### src/include/acpcr_cfg.svh
// Constants for the clock and power configuration register bank.
// Assumes a byte-wide register port with byte addresses.
//
// Contract
// Read-only 24-bit SYSREF edge position status
// Host uses position status to pick delay
// Four-bit delay select chooses capture delay
// Full-scale setting 16 bits, reset 0xa000
// Host keeps full-scale at or above 0x2000
// Profile 0x46 low power, 0x4b high performance
// Host writes only the two profile codes
// Host programs all four power registers together
// Host clears calibration and link before change
// Host calibrates after any profile change
// Timestamp bit 0 enables receiver, reset 0
// Timestamp bit 1 selects PECL termination
// Reference output driven when enable and PLL
// Reference output enable resets to one
// Host writes reserved bits with defaults
// Writes to position status are ignored
`ifndef ACPCR_CFG_SVH
`define ACPCR_CFG_SVH
`define ACPCR_ADDR_POS0     8'h2c
`define ACPCR_ADDR_POS1     8'h2d
`define ACPCR_ADDR_POS2     8'h2e
`define ACPCR_ADDR_FS_LO    8'h30
`define ACPCR_ADDR_FS_HI    8'h31
`define ACPCR_ADDR_PROF1    8'h37
`define ACPCR_ADDR_TIMESTAMP_INPUT    8'h3b
`define ACPCR_ADDR_REFO     8'h3c
`define ACPCR_RST_FS        16'ha000
`define ACPCR_RST_PROF1     8'h4b
`define ACPCR_RST_TIMESTAMP_INPUT     8'h00
`define ACPCR_RST_REFO      8'h01
`define ACPCR_PROF_LOW      8'h46
`define ACPCR_PROF_HIGH     8'h4b
`define ACPCR_TIMESTAMP_INPUT_RECV    0
`define ACPCR_TIMESTAMP_INPUT_PECL    1
`define ACPCR_REFO_EN       0
`endif

### src/include/acpcr_pkg.sv
// Types for the clock and power configuration register bank.
// Assumes nothing of its surroundings.
package acpcr_pkg;
    typedef enum logic [1:0] {
        ACPCR_PROF_HIGH_PERF,
        ACPCR_PROF_LOW_POWER,
        ACPCR_PROF_RESERVED
    } acpcr_profile_t;
endpackage

### src/design/acpcr_regs.sv
// Clock and power configuration register bank with its control outputs.
// Assumes a synchronous byte register port decoded from the serial link.
`timescale 1ns/1ps
`include "acpcr_cfg.svh"
module acpcr_regs
    import acpcr_pkg::*;
#(
    parameter int POS_WIDTH = 24
) (
    // Clock and reset
    input  wire logic                 core_clk_i,
    input  wire logic                 rstn_i,
    // Register port
    input  wire logic                 reg_wr_i,
    input  wire logic                 reg_rd_i,
    input  wire logic [7:0]           reg_addr_i,
    input  wire logic [7:0]           reg_wdata_i,
    output logic      [7:0]           reg_rdata_o,
    // SYSREF windowing
    input  wire logic                 pos_valid_i,
    input  wire logic [POS_WIDTH-1:0] pos_value_i,
    input  wire logic [3:0]           sysref_delay_select_i,
    output logic      [3:0]           capture_delay_o,
    // Analog controls
    output logic      [15:0]          full_scale_setting_o,
    output logic      [7:0]           power_profile_code_o,
    output acpcr_profile_t            power_profile_o,
    output logic                      timestamp_receiver_enable_o,
    output logic                      timestamp_pecl_termination_o,
    // Reference clock output
    input  wire logic                 pll_enable_i,
    output logic                      reference_clock_output_en_o
);
    // Read mux slices the position word into exactly three bytes
    if (POS_WIDTH != 24) begin : g_pos_width_check
        $error("acpcr_regs: POS_WIDTH must be 24");
    end

    // Reset image of the full-scale pair, split into its two bytes below
    localparam logic [15:0] FS_RESET = `ACPCR_RST_FS;

    // Stored register bytes
    logic [7:0]           fs_lo_r;
    logic [7:0]           fs_hi_r;
    logic [7:0]           prof_r;
    logic [7:0]           timestamp_input_r;
    logic [7:0]           refo_r;
    logic [7:0]           rdata_r;
    logic [3:0]           dly_r;
    acpcr_profile_t       profile_r;

    // Next values of the stored bytes
    logic [7:0]           fs_lo_nxt;
    logic [7:0]           fs_hi_nxt;
    logic [7:0]           prof_nxt;
    logic [7:0]           timestamp_input_nxt;
    logic [7:0]           refo_nxt;
    logic [7:0]           rdata_nxt;
    acpcr_profile_t       profile_nxt;

    // Captured position word and the selected read byte
    logic [POS_WIDTH-1:0] pos_w;
    logic [7:0]           rd_mux;

    // Address match, shared by the write strobes and the read mux
    function automatic logic addr_hit(input logic [7:0] addr,
                                      input logic [7:0] target);
        addr_hit = (addr == target);
    endfunction

    // Byte that a write strobe replaces, or keeps when idle
    function automatic logic [7:0] byte_update(input logic [7:0] old_val,
                                               input logic [7:0] new_val,
                                               input logic       wr_en);
        byte_update = wr_en ? new_val : old_val;
    endfunction

    // Byte gated onto the read mux only when its address hits
    function automatic logic [7:0] byte_select(input logic       sel,
                                               input logic [7:0] val);
        byte_select = {8{sel}} & val;
    endfunction

    // Codes other than the two defined ones decode as reserved
    function automatic acpcr_profile_t decode_profile(input logic [7:0] code);
        if (code == `ACPCR_PROF_LOW) begin
            decode_profile = ACPCR_PROF_LOW_POWER;
        end else if (code == `ACPCR_PROF_HIGH) begin
            decode_profile = ACPCR_PROF_HIGH_PERF;
        end else begin
            decode_profile = ACPCR_PROF_RESERVED;
        end
    endfunction

    acpcr_pos_hold #(
        .WIDTH (POS_WIDTH)
    ) u_pos (
        .core_clk_i  (core_clk_i),
        .rstn_i      (rstn_i),
        .cap_valid_i (pos_valid_i),
        .cap_pos_i   (pos_value_i),
        .pos_o       (pos_w)
    );

    // One hit per mapped byte; unmapped addresses hit nothing and read as zero
    wire hit_pos0  = addr_hit(reg_addr_i, `ACPCR_ADDR_POS0);
    wire hit_pos1  = addr_hit(reg_addr_i, `ACPCR_ADDR_POS1);
    wire hit_pos2  = addr_hit(reg_addr_i, `ACPCR_ADDR_POS2);
    wire hit_fs_lo = addr_hit(reg_addr_i, `ACPCR_ADDR_FS_LO);
    wire hit_fs_hi = addr_hit(reg_addr_i, `ACPCR_ADDR_FS_HI);
    wire hit_prof  = addr_hit(reg_addr_i, `ACPCR_ADDR_PROF1);
    wire hit_timestamp_input = addr_hit(reg_addr_i, `ACPCR_ADDR_TIMESTAMP_INPUT);
    wire hit_refo  = addr_hit(reg_addr_i, `ACPCR_ADDR_REFO);

    // Write strobes; the position bytes get none, so writes there fall away
    wire wr_fs_lo  = reg_wr_i && hit_fs_lo;
    wire wr_fs_hi  = reg_wr_i && hit_fs_hi;
    wire wr_prof   = reg_wr_i && hit_prof;
    wire wr_timestamp_input  = reg_wr_i && hit_timestamp_input;
    wire wr_refo   = reg_wr_i && hit_refo;

    // Status bytes are only ever selected here, never written
    assign rd_mux = byte_select(hit_pos0,  pos_w[7:0])
                  | byte_select(hit_pos1,  pos_w[15:8])
                  | byte_select(hit_pos2,  pos_w[23:16])
                  | byte_select(hit_fs_lo, fs_lo_r)
                  | byte_select(hit_fs_hi, fs_hi_r)
                  | byte_select(hit_prof,  prof_r)
                  | byte_select(hit_timestamp_input, timestamp_input_r)
                  | byte_select(hit_refo,  refo_r);

    // Next values
    assign fs_lo_nxt   = byte_update(fs_lo_r, reg_wdata_i, wr_fs_lo);
    assign fs_hi_nxt   = byte_update(fs_hi_r, reg_wdata_i, wr_fs_hi);
    assign prof_nxt    = byte_update(prof_r,  reg_wdata_i, wr_prof);
    assign timestamp_input_nxt   = byte_update(timestamp_input_r, reg_wdata_i, wr_timestamp_input);
    assign refo_nxt    = byte_update(refo_r,  reg_wdata_i, wr_refo);
    assign rdata_nxt   = reg_rd_i ? rd_mux : rdata_r;
    assign profile_nxt = decode_profile(prof_nxt);

    // Full-scale bytes land one at a time; between the two a mixed code stands
    always_ff @(posedge core_clk_i or negedge rstn_i) begin
        if (!rstn_i) begin
            fs_lo_r <= FS_RESET[7:0];
        end else begin
            fs_lo_r <= fs_lo_nxt;
        end
    end

    // High byte of the shared full-scale code
    always_ff @(posedge core_clk_i or negedge rstn_i) begin
        if (!rstn_i) begin
            fs_hi_r <= FS_RESET[15:8];
        end else begin
            fs_hi_r <= fs_hi_nxt;
        end
    end

    // Profile code is stored as written; reserved codes are not refused
    always_ff @(posedge core_clk_i or negedge rstn_i) begin
        if (!rstn_i) begin
            prof_r <= `ACPCR_RST_PROF1;
        end else begin
            prof_r <= prof_nxt;
        end
    end

    // Timestamp receiver and termination bits; reserved bits read back
    always_ff @(posedge core_clk_i or negedge rstn_i) begin
        if (!rstn_i) begin
            timestamp_input_r <= `ACPCR_RST_TIMESTAMP_INPUT;
        end else begin
            timestamp_input_r <= timestamp_input_nxt;
        end
    end

    // Enable comes up set so the reference clock runs before any host access while pll_enable_i is high
    always_ff @(posedge core_clk_i or negedge rstn_i) begin
        if (!rstn_i) begin
            refo_r <= `ACPCR_RST_REFO;
        end else begin
            refo_r <= refo_nxt;
        end
    end

    // Decoded profile changes in the same cycle as the stored code
    always_ff @(posedge core_clk_i or negedge rstn_i) begin
        if (!rstn_i) begin
            profile_r <= ACPCR_PROF_HIGH_PERF;
        end else begin
            profile_r <= profile_nxt;
        end
    end

    // Read data holds until the next read
    always_ff @(posedge core_clk_i or negedge rstn_i) begin
        if (!rstn_i) begin
            rdata_r <= 8'h00;
        end else begin
            rdata_r <= rdata_nxt;
        end
    end

    // One-cycle copy of the neighbouring delay select
    always_ff @(posedge core_clk_i or negedge rstn_i) begin
        if (!rstn_i) begin
            dly_r <= 4'h0;
        end else begin
            dly_r <= sysref_delay_select_i;
        end
    end

    // Output levels
    assign reg_rdata_o                  = rdata_r;
    assign capture_delay_o              = dly_r;
    assign full_scale_setting_o         = {fs_hi_r, fs_lo_r};
    assign power_profile_code_o         = prof_r;
    assign power_profile_o              = profile_r;
    assign timestamp_receiver_enable_o  = timestamp_input_r[`ACPCR_TIMESTAMP_INPUT_RECV];
    assign timestamp_pecl_termination_o = timestamp_input_r[`ACPCR_TIMESTAMP_INPUT_PECL];
    assign reference_clock_output_en_o  = refo_r[`ACPCR_REFO_EN] & pll_enable_i;
endmodule

### src/design/acpcr_pos_hold.sv
// Holds the captured SYSREF edge position word.
// Assumes the capture strobe comes from the windowing logic.
`timescale 1ns/1ps
module acpcr_pos_hold #(
    parameter int WIDTH = 24
) (
    // Clock and reset
    input  wire logic             core_clk_i,
    input  wire logic             rstn_i,
    // Capture side
    input  wire logic             cap_valid_i,
    input  wire logic [WIDTH-1:0] cap_pos_i,
    // Read side
    output logic      [WIDTH-1:0] pos_o
);
    if (WIDTH < 1 || WIDTH > 32) begin : g_width_check
        $error("acpcr_pos_hold: WIDTH out of range");
    end

    logic [WIDTH-1:0] pos_r;

    // Only the capture strobe updates; bus writes never reach here
    always_ff @(posedge core_clk_i or negedge rstn_i) begin
        if (!rstn_i) begin
            pos_r <= '0;
        end else if (cap_valid_i) begin
            pos_r <= cap_pos_i;
        end
    end

    assign pos_o = pos_r;
endmodule

### config.mk
export PLATFORM = sky130hd
export DESIGN_NAME = acpcr_regs
export DESIGN_NICKNAME = d
export VERILOG_FILES = /design/src/include/acpcr_pkg.sv /design/src/design/acpcr_regs.sv /design/src/design/acpcr_pos_hold.sv
export VERILOG_INCLUDE_DIRS = /design/src /design/src/include
export SDC_FILE = /design/constraint.sdc
export NUM_CORES = 1
export LEC_CHECK = 0
export BUFFER_PORTS_ARGS = -buffer_cell sky130_fd_sc_hd__buf_2
export CAP_MARGIN = 20
export CELL_PAD_IN_SITES_DETAIL_PLACEMENT = 1
export CELL_PAD_IN_SITES_GLOBAL_PLACEMENT = 1
export CORE_MARGIN = 2
export CORE_UTILIZATION = 39
export CTS_CLUSTER_DIAMETER = 30
export CTS_CLUSTER_SIZE = 30
export DETAILED_ROUTE_END_ITERATION = 10
export PLACE_DENSITY_LB_ADDON = 0.1
export SYNTH_ARGS = -nofsm -noshare
export SYNTH_HDL_FRONTEND = slang
export SYNTH_HIERARCHICAL = 1
export SYNTH_SLANG_ARGS = --single-unit
### constraint.sdc
create_clock -name core_clk_i -period 1.1 [get_ports core_clk_i]
set_input_delay 0.22 -clock core_clk_i [delete_from_list [all_inputs] [get_ports core_clk_i]]
set_output_delay 0.22 -clock core_clk_i [all_outputs]
set_load 0.02 [all_outputs]
# Word-level counts from Yosys, hierarchy flattened
# Index checks and enable logic that the tools add are counted.
# totals
reg_bits	78
output_inout_bits	41
wordCells	43
inputBits	50
# op_classes
reduce_logical	5
n_mux	3
eq_ne	10
n_bitwise	16
# op_table
operator	n
8-bit bitwise AND	8
8-bit by 6-bit == test with 1-bit output, second input constant	8
8-bit bitwise OR	7
8-bit by 7-bit == test with 1-bit output, second input constant	2
8-bit two-way mux	1
1-bit logical AND	5
2-bit two-way mux	2
1-bit bitwise AND	1

# Depth between registers and ports, before layout
# Gate-level depths: netlist of the first run.
# logic_depth
ltp_word	9
ltp_mapped	6

# Modules after synthesis
# Netlist of the first run, hierarchy kept.
# by_module_without_submodules
module	cells_each	seq_area_each_um2	instances	area_each_um2
acpcr_regs	212	1360.1	1	2700.1
acpcr_pos_hold	51	600.6	1	997.2

# Worst setup path after synthesis of the first run
# No wires, ideal clock.
# synth_path
path_type	input -> register
startpoint	in reg_addr_i[6]
endpoint	reg fs_hi_r[0]
stages	5
setup_slack_ps	-339
required_ps	975
arrival_time_ps	1314
cell_sequence	nand4bb_4 nor2_4 and4b_1 buf_4 mux2_2
# synth_between
elab_chain_cells	2
# synth_rtl
element	line	text
from (decl)	acpcr_regs.sv:16	input wire logic [7:0] reg_addr_i,
8-bit by 6-bit == test with 1-bit output	acpcr_regs.sv:68	addr_hit = (addr == target);
1-bit logical AND	acpcr_regs.sv:117	wire wr_fs_hi = reg_wr_i && hit_fs_hi;
to (signal assigned)	acpcr_regs.sv:153	fs_hi_r <= FS_RESET[15:8];
to (signal assigned)	acpcr_regs.sv:155	fs_hi_r <= fs_hi_nxt;
to (decl)	acpcr_regs.sv:44	logic [7:0] fs_hi_r;
# Every way passes these cells.
# A chain may end at the register's enable or synchronous reset.

# Worst setup path after layout of the first run
# layout_path
startpoint	reg refo_r[0]
endpoint	out reference_clock_output_en_o
# layout_between
elab_chain_cells	1
# layout_rtl
element	line	text
from (decl)	acpcr_regs.sv:47	logic [7:0] refo_r;
from (signal assigned)	acpcr_regs.sv:180	refo_r <= `ACPCR_RST_REFO;
from (signal assigned)	acpcr_regs.sv:182	refo_r <= refo_nxt;
1-bit bitwise AND	acpcr_regs.sv:221	assign reference_clock_output_en_o = refo_r[`ACPCR_REFO_EN] & pll_enable_i;
to (decl)	acpcr_regs.sv:32	output logic reference_clock_output_en_o
# Every way passes these cells.

==> results.py, run 1 <==
metrics = {
    "timing": {
        "finalCritPeriodShare_pct": 130,
        "finalCriticalPeriod_ns": 1.43,
        "relSlewSlack_pct": 73.8,
        "rsz0062_at_grt": "yes",
        "finalHoldViolCount": 0,
        "worst_slack_ns": -0.333,
        "max_freq_mhz": 698,
        "finClkSkew_ns": 0.0216,
        "finalSetupTns_ns": -9.03,
        "slew_violations": 0,
        "worst_pin_slew_ns": 0.391,
        "finalSetupViolCount": 85,
        "holdWs_ns": 0.0928,
    },
    "global_routing": {
        "grt_pass1_wl_um": 19100,
        "grt_pass1_vias": 3454,
        "antenna_found_initial": 0,
        "globalRouteTotalUtil_pct": 24.8,
        "globalRouteOverflowTotal": 0,
        "grt_max_degree": 55,
    },
    "placement": {
        "place_inst": 545,
        "dp_hpwl_um": 7680,
        "port-buffer-count": 90,
        "dp_slack_ns": -0.573,
        "place.gp.congestion": 0.800,
        "place_area_sq_um": 4890,
    },
    "logic_synthesis": {
        "synth_top_cell_area_share_pct": 48.1,
        "syn_avg_cell_area_sq_um": 14.1,
        "synthArstFlopShare_pct": 100,
        "syn-num-nets": 313,
        "ys.flop_type": "dfrtp_1",
        "synth_cells": 263,
        "netlist_area_sq_um": 3700,
        "ys_warn_count": 6,
        "ys_ff_latch": 78,
        "yosysUniqueCellTypes": 39,
        "synthTopCellsByArea": "dfrtp_1 (48%), mux2_2 (13%), mux2_4 (8.1%)",
        "yosysTopAreaCell": "dfrtp_1",
        "ys_seq_area_share_pct": 53.0,
        "synth_edf_count": 0,
    },
    "finish": {
        "finish.net_count": 520,
        "final_cell_mix": "buf_6 (81), buf_4 (73), dfrtp_1 (70)",
        "final_area_sq_um": 6060,
        "finalNonFillerCells": 604,
        "mostFrequentLayoutCell": "buf_6",
        "area_growth_pct": 64.0,
        "finish.utilization_pct": 65.6,
        "insertedDiodeCount": 0,
        "drive_gt1_share_pct": 68.6,
    },
    "routing": {
        "wl_per_cell_um": 20.8,
        "detail-route-antenna-nets": 0,
        "initialDrtViolationCount": 96,
        "vias": 3129,
        "drc": 0,
        "routed_via_density": 5.18,
        "firstDrtPassIters": 4,
        "finalWirelength_um": 12600,
    },
    "die": {
        "boundaryPins": 91,
        "rows": 35,
        "die_h_um": 101,
        "die_area_sq_um": 10300,
        "initial_utilization_pct": 40.0,
        "chipWidth_um": 101,
        "core_sq_um": 9240,
    },
    "power": {
        "powerDensity_nw_per_um2": 1090,
        "total_power_mw": 6.61,
        "p_leak_nw": 2.91,
        "irDropWorstVdd_uv": 623,
    },
    "worst_setup_path": {
        "end_kind": "primary output",
        "cp.arrival_ns": 1.21,
        "critPathKind": "flop to primary output",
        "cp_common_cell": "buf_6",
        "start_kind": "flop",
        "slowest_stage": "dfstp_2",
        "cp_max_fo": 2,
        "crit_path_start": "refo_r[0]$_DFFE_PN1P_",
        "worstPathRequired_ns": 0.88,
        "cpPeakStageDelay_ns": 0.54,
        "r2r-start": "power_profile_code_o[6]$_DFF_PN1_",
        "cp_cell_sequence": "buf_6 > and2_4 > buf_6",
    },
    "hold_path": {
        "hp-class": "input port to flop",
        "hold_path.startpoint": "pos_value_i[13]",
    },
    "cts": {
        "cts_made_buffers": 9,
        "root_buffer": "clkbuf_8",
        "cts_sinks": 78,
        "clock_tree.buffer_depth": 2,
        "clock_latency_ns": 0.37,
        "htree_levels": 3,
        "tritoncts": "yes",
        "path_clk_slew_ns": 0.08,
    },
    "status": {
        "status": "finished, violations left",
        "violations": "setup timing",
    },
    "job": {
        "drv_cap": 0,
    },
}
[final timing paths]
check | to | slack, ns | cells past startpoint
min | u_pos/pos_o[13]$_DFFE_PN0P_ | 0.09 | 2
min in group asynchronous | u_pos/pos_o[4]$_DFFE_PN0P_ | 0.38 | 3
max reg2reg | power_profile_o[1]$_DFF_PN0_ | -0.26 | 5
max in group asynchronous | fs_hi_r[7]$_DFFE_PN1P_ | 0.40 | 3
max | reference_clock_output_en_o | -0.33 | 3
min reg2reg | u_pos/pos_o[6]$_DFFE_PN0P_ | 0.51 | 1
[what timing repair did]
item                                    CTS  global route
pin swaps                                26            22
endpoints found under the setup margin   82            89
setup buffers                            25            16
hold buffers                              5             0
resized for setup                       155            20
endpoints found under the hold margin    75             0
[cells by family after synthesis]
logic type / count (synthesis) / synth area share, %
buffers and inverters: 15 / 3.38
multiplexers: 82 / 26.4
flip-flops: 78 / 53.0
AO/OA/AOI/OAI: 41 / 8.63
AND/OR/NAND/NOR: 47 / 8.56
[power by group]
group / switching [mW] / internal, mW
logic: 0.593 / 0.801
clock network: 1.08 / 0.933
registers: 0.145 / 3.06
[critical path, delay by kind of cell, from the launching register on]
kind,cells,cell delay [ns]
AND/OR/NAND/NOR,1,0.12
buffers and inverters,2,0.20
flip-flops,1,0.54
[metal layers]
metal,vias to the layer above,GRT usage (%),wire length (um)
li1,1395,-,-
met1,1613,31.1,5220
met2,100,44.5,6580
met3,21,3.45,553
met4,0,7.48,231
met5,-,0,0
[registers in the layout, summed over array words and instances, names as in the netlist]
name,flops
u_pos/pos_o,24
fs_hi_r,8
fs_lo_r,8
power_profile_code_o,8
refo_r,8
reg_rdata_o,8
timestamp_input_r,8
capture_delay_o,4
power_profile_o,2
[layout make-up]
cell class | instances | area, sq um
Timing Repair Buffer | 210 | 1840
Clock buffer | 12 | 155
Multi-Input combinational cell | 170 | 1920
Tap cell | 129 | 161
Inverter | 1 | 3.75
Fill cell | 910 | 3180
Sequential cell | 78 | 1960
Clock inverter | 4 | 22.5
[cell usage after synthesis (3+ instances only)]
| library cell | instances |
|---|---|
| a222oi_1 | 4 |
| mux2_2 | 44 |
| dfstp_2 | 7 |
| dfrtp_1 | 71 |
| a22o_1 | 8 |
| buf_4 | 3 |
| o21ai_0 | 4 |
| nor2_1 | 17 |
| a21oi_1 | 4 |
| o2bb2ai_1 | 12 |
| mux2i_1 | 18 |
| and2_1 | 5 |
| nand2_1 | 4 |
| buf_6 | 3 |
| a31oi_1 | 4 |
| mux2_4 | 20 |
| clkbuf_1 | 3 |
| a22oi_1 | 4 |
Note: power is estimated with default switching activity, not from simulation.
==> run 2, diff against run 1 <==
--- a/config.mk
+++ b/config.mk
@@ -15,6 +15,7 @@
 export CTS_CLUSTER_DIAMETER = 30
 export CTS_CLUSTER_SIZE = 30
 export DETAILED_ROUTE_END_ITERATION = 10
+export MAX_ROUTING_LAYER = met4
 export PLACE_DENSITY_LB_ADDON = 0.1
 export SYNTH_ARGS = -nofsm -noshare
 export SYNTH_HDL_FRONTEND = slang
==> results.py, run 2 (synthesis gave the netlist of run 1 again) <==
metrics = {
    "global_routing": {
        "globalRouteOverflowTotal": 0,
        "globalRouteTotalUtil_pct": 25.6,
        "grt_max_degree": 55,
        "grt_pass1_vias": 3457,
        "antenna_found_initial": 0,
        "grt_pass1_wl_um": 19100,
    },
    "worst_setup_path": {
        "cp_cell_sequence": "buf_6 > and2_4 > buf_6",
        "r2r_cells": 5,
        "end_kind": "primary output",
        "slowest_stage": "dfstp_2",
        "r2r-start": "u_pos/pos_o[0]$_DFFE_PN0P_",
        "cpLargestDelayFamily": "flip-flops",
        "r2r-end": "reg_rdata_o[0]$_DFFE_PN0P_",
        "path_buf_inv": 2,
        "cp_max_fo": 2,
        "cp_common_cell": "buf_6",
        "start_kind": "flop",
        "worstPathRequired_ns": 0.88,
        "reg2reg_slack_ns": -0.27,
        "cp.arrival_ns": 1.21,
        "cpPeakStageDelay_ns": 0.54,
        "critPathKind": "flop to primary output",
    },
    "cts": {
        "tritoncts": "yes",
        "clock_latency_ns": 0.36,
        "clock_tree.buffer_depth": 2,
        "htree_levels": 3,
        "path_clk_slew_ns": 0.08,
        "cts_sinks": 78,
        "root_buffer": "clkbuf_8",
        "cts_made_buffers": 9,
    },
    "routing": {
        "finalWirelength_um": 12600,
        "wl_met2_um": 6620,
        "firstDrtPassIters": 4,
        "dr_wl_met3_um": 493,
        "detail-route-antenna-nets": 0,
        "met1_length_um": 5300,
        "routed_via_density": 5.15,
        "drc": 0,
        "wl_per_cell_um": 20.9,
        "top_layer_used": "met4",
        "initialDrtViolationCount": 117,
        "vias": 3108,
    },
    "die": {
        "die_area_sq_um": 10300,
        "initial_utilization_pct": 40.0,
        "core_sq_um": 9240,
        "chipWidth_um": 101,
        "rows": 35,
        "die_h_um": 101,
        "boundaryPins": 91,
    },
    "finish": {
        "drive_gt1_share_pct": 68.6,
        "finish.utilization_pct": 65.6,
        "regArea_sq_um": 1960,
        "largest_reg_flops": 24,
        "insertedDiodeCount": 0,
        "final_cell_mix": "buf_6 (81), buf_4 (73), dfrtp_1 (70)",
        "multi_input_area_sq_um": 1920,
        "finish.net_count": 520,
        "area_growth_pct": 64.0,
        "fillers": 910,
        "mostFrequentLayoutCell": "buf_6",
    },
    "hold_path": {
        "hp-class": "input port to flop",
        "hold_path.startpoint": "pos_value_i[13]",
        "hold_depth": 2,
        "whs_endpoint": "u_pos/pos_o[13]$_DFFE_PN0P_",
    },
    "timing": {
        "worst_slack_ns": -0.330,
        "slew_violations": 0,
        "finalCriticalPeriod_ns": 1.43,
        "finalHoldViolCount": 0,
        "finalCritPeriodShare_pct": 130,
        "finClkSkew_ns": 0.0206,
        "rsz0062_at_grt": "yes",
        "holdWs_ns": 0.0952,
        "relSlewSlack_pct": 74.5,
        "worst_pin_slew_ns": 0.381,
        "max_freq_mhz": 699,
        "finalSetupViolCount": 85,
    },
    "placement": {
        "dp_slack_ns": -0.573,
        "place.gp.congestion": 0.811,
        "port-buffer-count": 90,
        "dp_hpwl_um": 7680,
    },
    "status": {
        "status": "finished, violations left",
        "violations": "setup timing",
    },
    "power": {
        "total_power_mw": 6.61,
        "powerDensity_nw_per_um2": 1090,
        "p_leak_nw": 2.91,
        "irDropWorstVdd_uv": 624,
    },
    "job": {
        "drv_cap": 0,
    },
}
## run 2: layout make-up
| cell class | count | share of cell area, % |
|---|---|---|
| clock buffers | 12 | 2.56 |
| well taps | 129 | 2.66 |
| clock inverters | 4 | 0.371 |
| flip-flops and latches | 78 | 32.3 |
| inverters | 1 | 0.0619 |
| repair buffers | 210 | 30.3 |
| multi-input cells | 170 | 31.6 |
## run 2: per-stage QoR
step           cell area [sq um]  TNS [ns]  std cells
5_1_grt                     6060    -11.68        604
4_1_cts                     5870     -8.64        591
6_report                    6060     -8.98        604
3_5_place_dp                4890    -23.40        545
3_3_place_gp                4890    -21.31        545
2_1_floorplan               3790    -10.99        263
## run 2: how the worst max path moves through the flow
stage	slack, ns	end	start	cells after the start
5_1_grt	-0.37	reference_clock_output_en_o	refo_r[0]$_DFFE_PN1P_	3
2_1_floorplan	-0.34	fs_hi_r[0]$_DFFE_PN0P_	reg_addr_i[6]	5
3_5_place_dp	-0.57	fs_hi_r[3]$_DFFE_PN0P_	reg_addr_i[0]	5
3_3_place_gp	-0.51	power_profile_code_o[4]$_DFF_PN0_	reg_addr_i[0]	5
4_1_cts	-0.34	reference_clock_output_en_o	refo_r[0]$_DFFE_PN1P_	3
6_report	-0.33	reference_clock_output_en_o	refo_r[0]$_DFFE_PN1P_	3
## run 2: repair_timing
action,CTS,global route
pin swaps,26,22
resized for setup,155,20
hold buffers,5,0
hold endpoints to repair,75,0
endpoints found under the setup margin,82,89
buffers inserted,25,16
## run 2: metal layers
layer  GRT usage [%]  vias up
li1                -     1393
met1            31.1     1603
met2            44.4       95
met3            3.38       17
met4            7.48        0
met5               -        -
## run 2: power by group
part / switching (mW) / internal (mW) / total [mW]
registers: 0.147 / 3.06 / 3.21
logic: 0.593 / 0.801 / 1.39
clock network: 1.07 / 0.933 / 2.00
total: 1.81 / 4.80 / 6.61
==> run 3, diff against run 2 <==
--- a/config.mk
+++ b/config.mk
@@ -10,6 +10,7 @@
 export CAP_MARGIN = 20
 export CELL_PAD_IN_SITES_DETAIL_PLACEMENT = 1
 export CELL_PAD_IN_SITES_GLOBAL_PLACEMENT = 1
+export CORE_ASPECT_RATIO = 0.5
 export CORE_MARGIN = 2
 export CORE_UTILIZATION = 39
 export CTS_CLUSTER_DIAMETER = 30
==> results.py, run 3 (synthesis gave the netlist of run 1 again) <==
metrics = {
    "global_routing": {
        "grt_pass1_vias": 3361,
        "globalRouteOverflowTotal": 0,
        "antenna_found_initial": 0,
        "grt_pass1_wl_um": 19100,
        "globalRouteTotalUtil_pct": 25.8,
        "grt_max_degree": 41,
    },
    "cts": {
        "cts_sinks": 78,
        "tritoncts": "yes",
        "clock_latency_ns": 0.34,
        "clock_tree.buffer_depth": 2,
        "root_buffer": "clkbuf_16",
        "htree_levels": 3,
        "path_clk_slew_ns": 0.06,
        "cts_made_buffers": 9,
    },
    "finish": {
        "largest_reg_flops": 24,
        "area_growth_pct": 62.9,
        "finalNonFillerCells": 581,
        "final_cell_mix": "buf_6 (76), dfrtp_1 (70), buf_4 (60)",
        "drive_gt1_share_pct": 66.1,
        "fillers": 907,
        "finish.net_count": 505,
        "regArea_sq_um": 1960,
        "multi_input_area_sq_um": 1870,
        "mostFrequentLayoutCell": "buf_6",
        "insertedDiodeCount": 0,
    },
    "status": {
        "status": "finished, violations left",
        "violations": "setup timing",
    },
    "worst_setup_path": {
        "cp.arrival_ns": 1.60,
        "critPathKind": "flop to flop",
        "crit_path_start": "power_profile_code_o[6]$_DFF_PN1_",
        "cpPeakStageDelay_ns": 0.55,
        "start_kind": "flop",
        "end_kind": "flop",
        "r2r-end": "power_profile_o[1]$_DFF_PN0_",
        "r2r-start": "power_profile_code_o[6]$_DFF_PN1_",
        "slowest_stage": "dfstp_2",
        "cp-endpoint": "power_profile_o[1]$_DFF_PN0_",
        "reg2reg_slack_ns": -0.28,
        "r2r_cells": 4,
        "cp_max_fo": 2,
        "cp_cell_sequence": "nand2_1 > nor4_4 > mux2i_2 > a211o_1",
        "worstPathRequired_ns": 1.32,
    },
    "timing": {
        "finalSetupViolCount": 69,
        "worst_slack_ns": -0.277,
        "max_freq_mhz": 726,
        "holdWs_ns": 0.115,
        "worst_pin_slew_ns": 0.438,
        "finalHoldViolCount": 0,
        "finalCriticalPeriod_ns": 1.38,
        "finClkSkew_ns": 0.00676,
        "rsz0062_at_grt": "yes",
        "relSlewSlack_pct": 70.5,
        "finalCritPeriodShare_pct": 125,
        "slew_violations": 0,
    },
    "routing": {
        "initialDrtViolationCount": 147,
        "finalWirelength_um": 13500,
        "met1_length_um": 6010,
        "firstDrtPassIters": 4,
        "dr_wl_met3_um": 704,
        "routed_via_density": 5.22,
        "detail-route-antenna-nets": 0,
        "vias": 3031,
        "top_layer_used": "met4",
        "drc": 0,
        "wl_met2_um": 6550,
        "wl_per_cell_um": 23.3,
    },
    "job": {
        "drv_cap": 0,
    },
    "die": {
        "die_h_um": 72.9,
        "rows": 25,
        "initial_utilization_pct": 39.7,
        "die_area_sq_um": 10300,
        "boundaryPins": 91,
        "core_sq_um": 9320,
        "chipWidth_um": 142,
    },
    "power": {
        "powerDensity_nw_per_um2": 1300,
        "p_leak_nw": 2.88,
        "irDropWorstVdd_uv": 856,
        "total_power_mw": 7.81,
    },
    "placement": {
        "place.gp.congestion": 0.834,
        "dp_hpwl_um": 7720,
        "place_inst": 526,
        "dp_slack_ns": -0.514,
        "port-buffer-count": 90,
    },
    "hold_path": {
        "hp-class": "input port to flop",
        "hold_path.startpoint": "pos_value_i[14]",
    },
}
[run 3: changes by cell type in the layout (fill, tap and decap cells not counted), sizes merged]
cell	change
clkbuf	+1
bufinv	+2
clkinvlp	-1
clkinv	-1
buf	-16
[run 3: final cells by class]
class                   instances  share of cell area [%]
multi-input cells             170                    31.0
clock inverters                 4                    1.16
well taps                     121                    2.51
inverters                       1                  0.0623
flip-flops and latches         78                    32.6
repair buffers                195                    28.5
clock buffers                  12                    4.09
[run 3: worst max-delay path: cells and delay by family, from the launching register on]
kind            cells  cell delay (ns)
flops               1             0.55
simple gates        2             0.30
compound gates      1             0.26
mux                 1             0.15
[run 3: through the flow]
step           TNS, ns  util [%]  area, sq um
2_1_floorplan   -10.99         -         3790
3_3_place_gp    -20.60      51.7         4820
3_5_place_dp    -22.11      51.7         4820
4_1_cts          -7.26      62.6         5840
5_1_grt         -11.25      64.6         6020
6_report         -9.14      64.6         6020
[run 3: metal layers]
metal,global-route usage [%],up-vias
met5,-,-
met4,6.00,0
met3,6.23,18
met2,41.2,84
met1,33.9,1568
li1,-,1361
[run 3: worst min-delay path by stage]
stage          depth (start not counted)                            to
2_1_floorplan                          0  capture_delay_o[0]$_DFF_PN0_
5_1_grt                                2   u_pos/pos_o[18]$_DFFE_PN0P_
3_5_place_dp                           1  capture_delay_o[2]$_DFF_PN0_
3_3_place_gp                           1  capture_delay_o[2]$_DFF_PN0_
4_1_cts                                2   u_pos/pos_o[12]$_DFFE_PN0P_
6_report                               2   u_pos/pos_o[14]$_DFFE_PN0P_
[run 3: power by group]
part	switching, mW	leakage [nW]	internal (mW)
sequential	0.138	0.976	3.07
clock	1.19	0.157	2.04
combinational	0.613	1.75	0.758
total	1.94	2.88	5.87
[run 3: repair_timing]
item	in CTS	in global routing
pin swaps	20	16
hold endpoints to repair	75	0
endpoints found under the setup margin	85	89
gates resized for setup	137	21
hold buffers	5	0
setup buffers	22	13
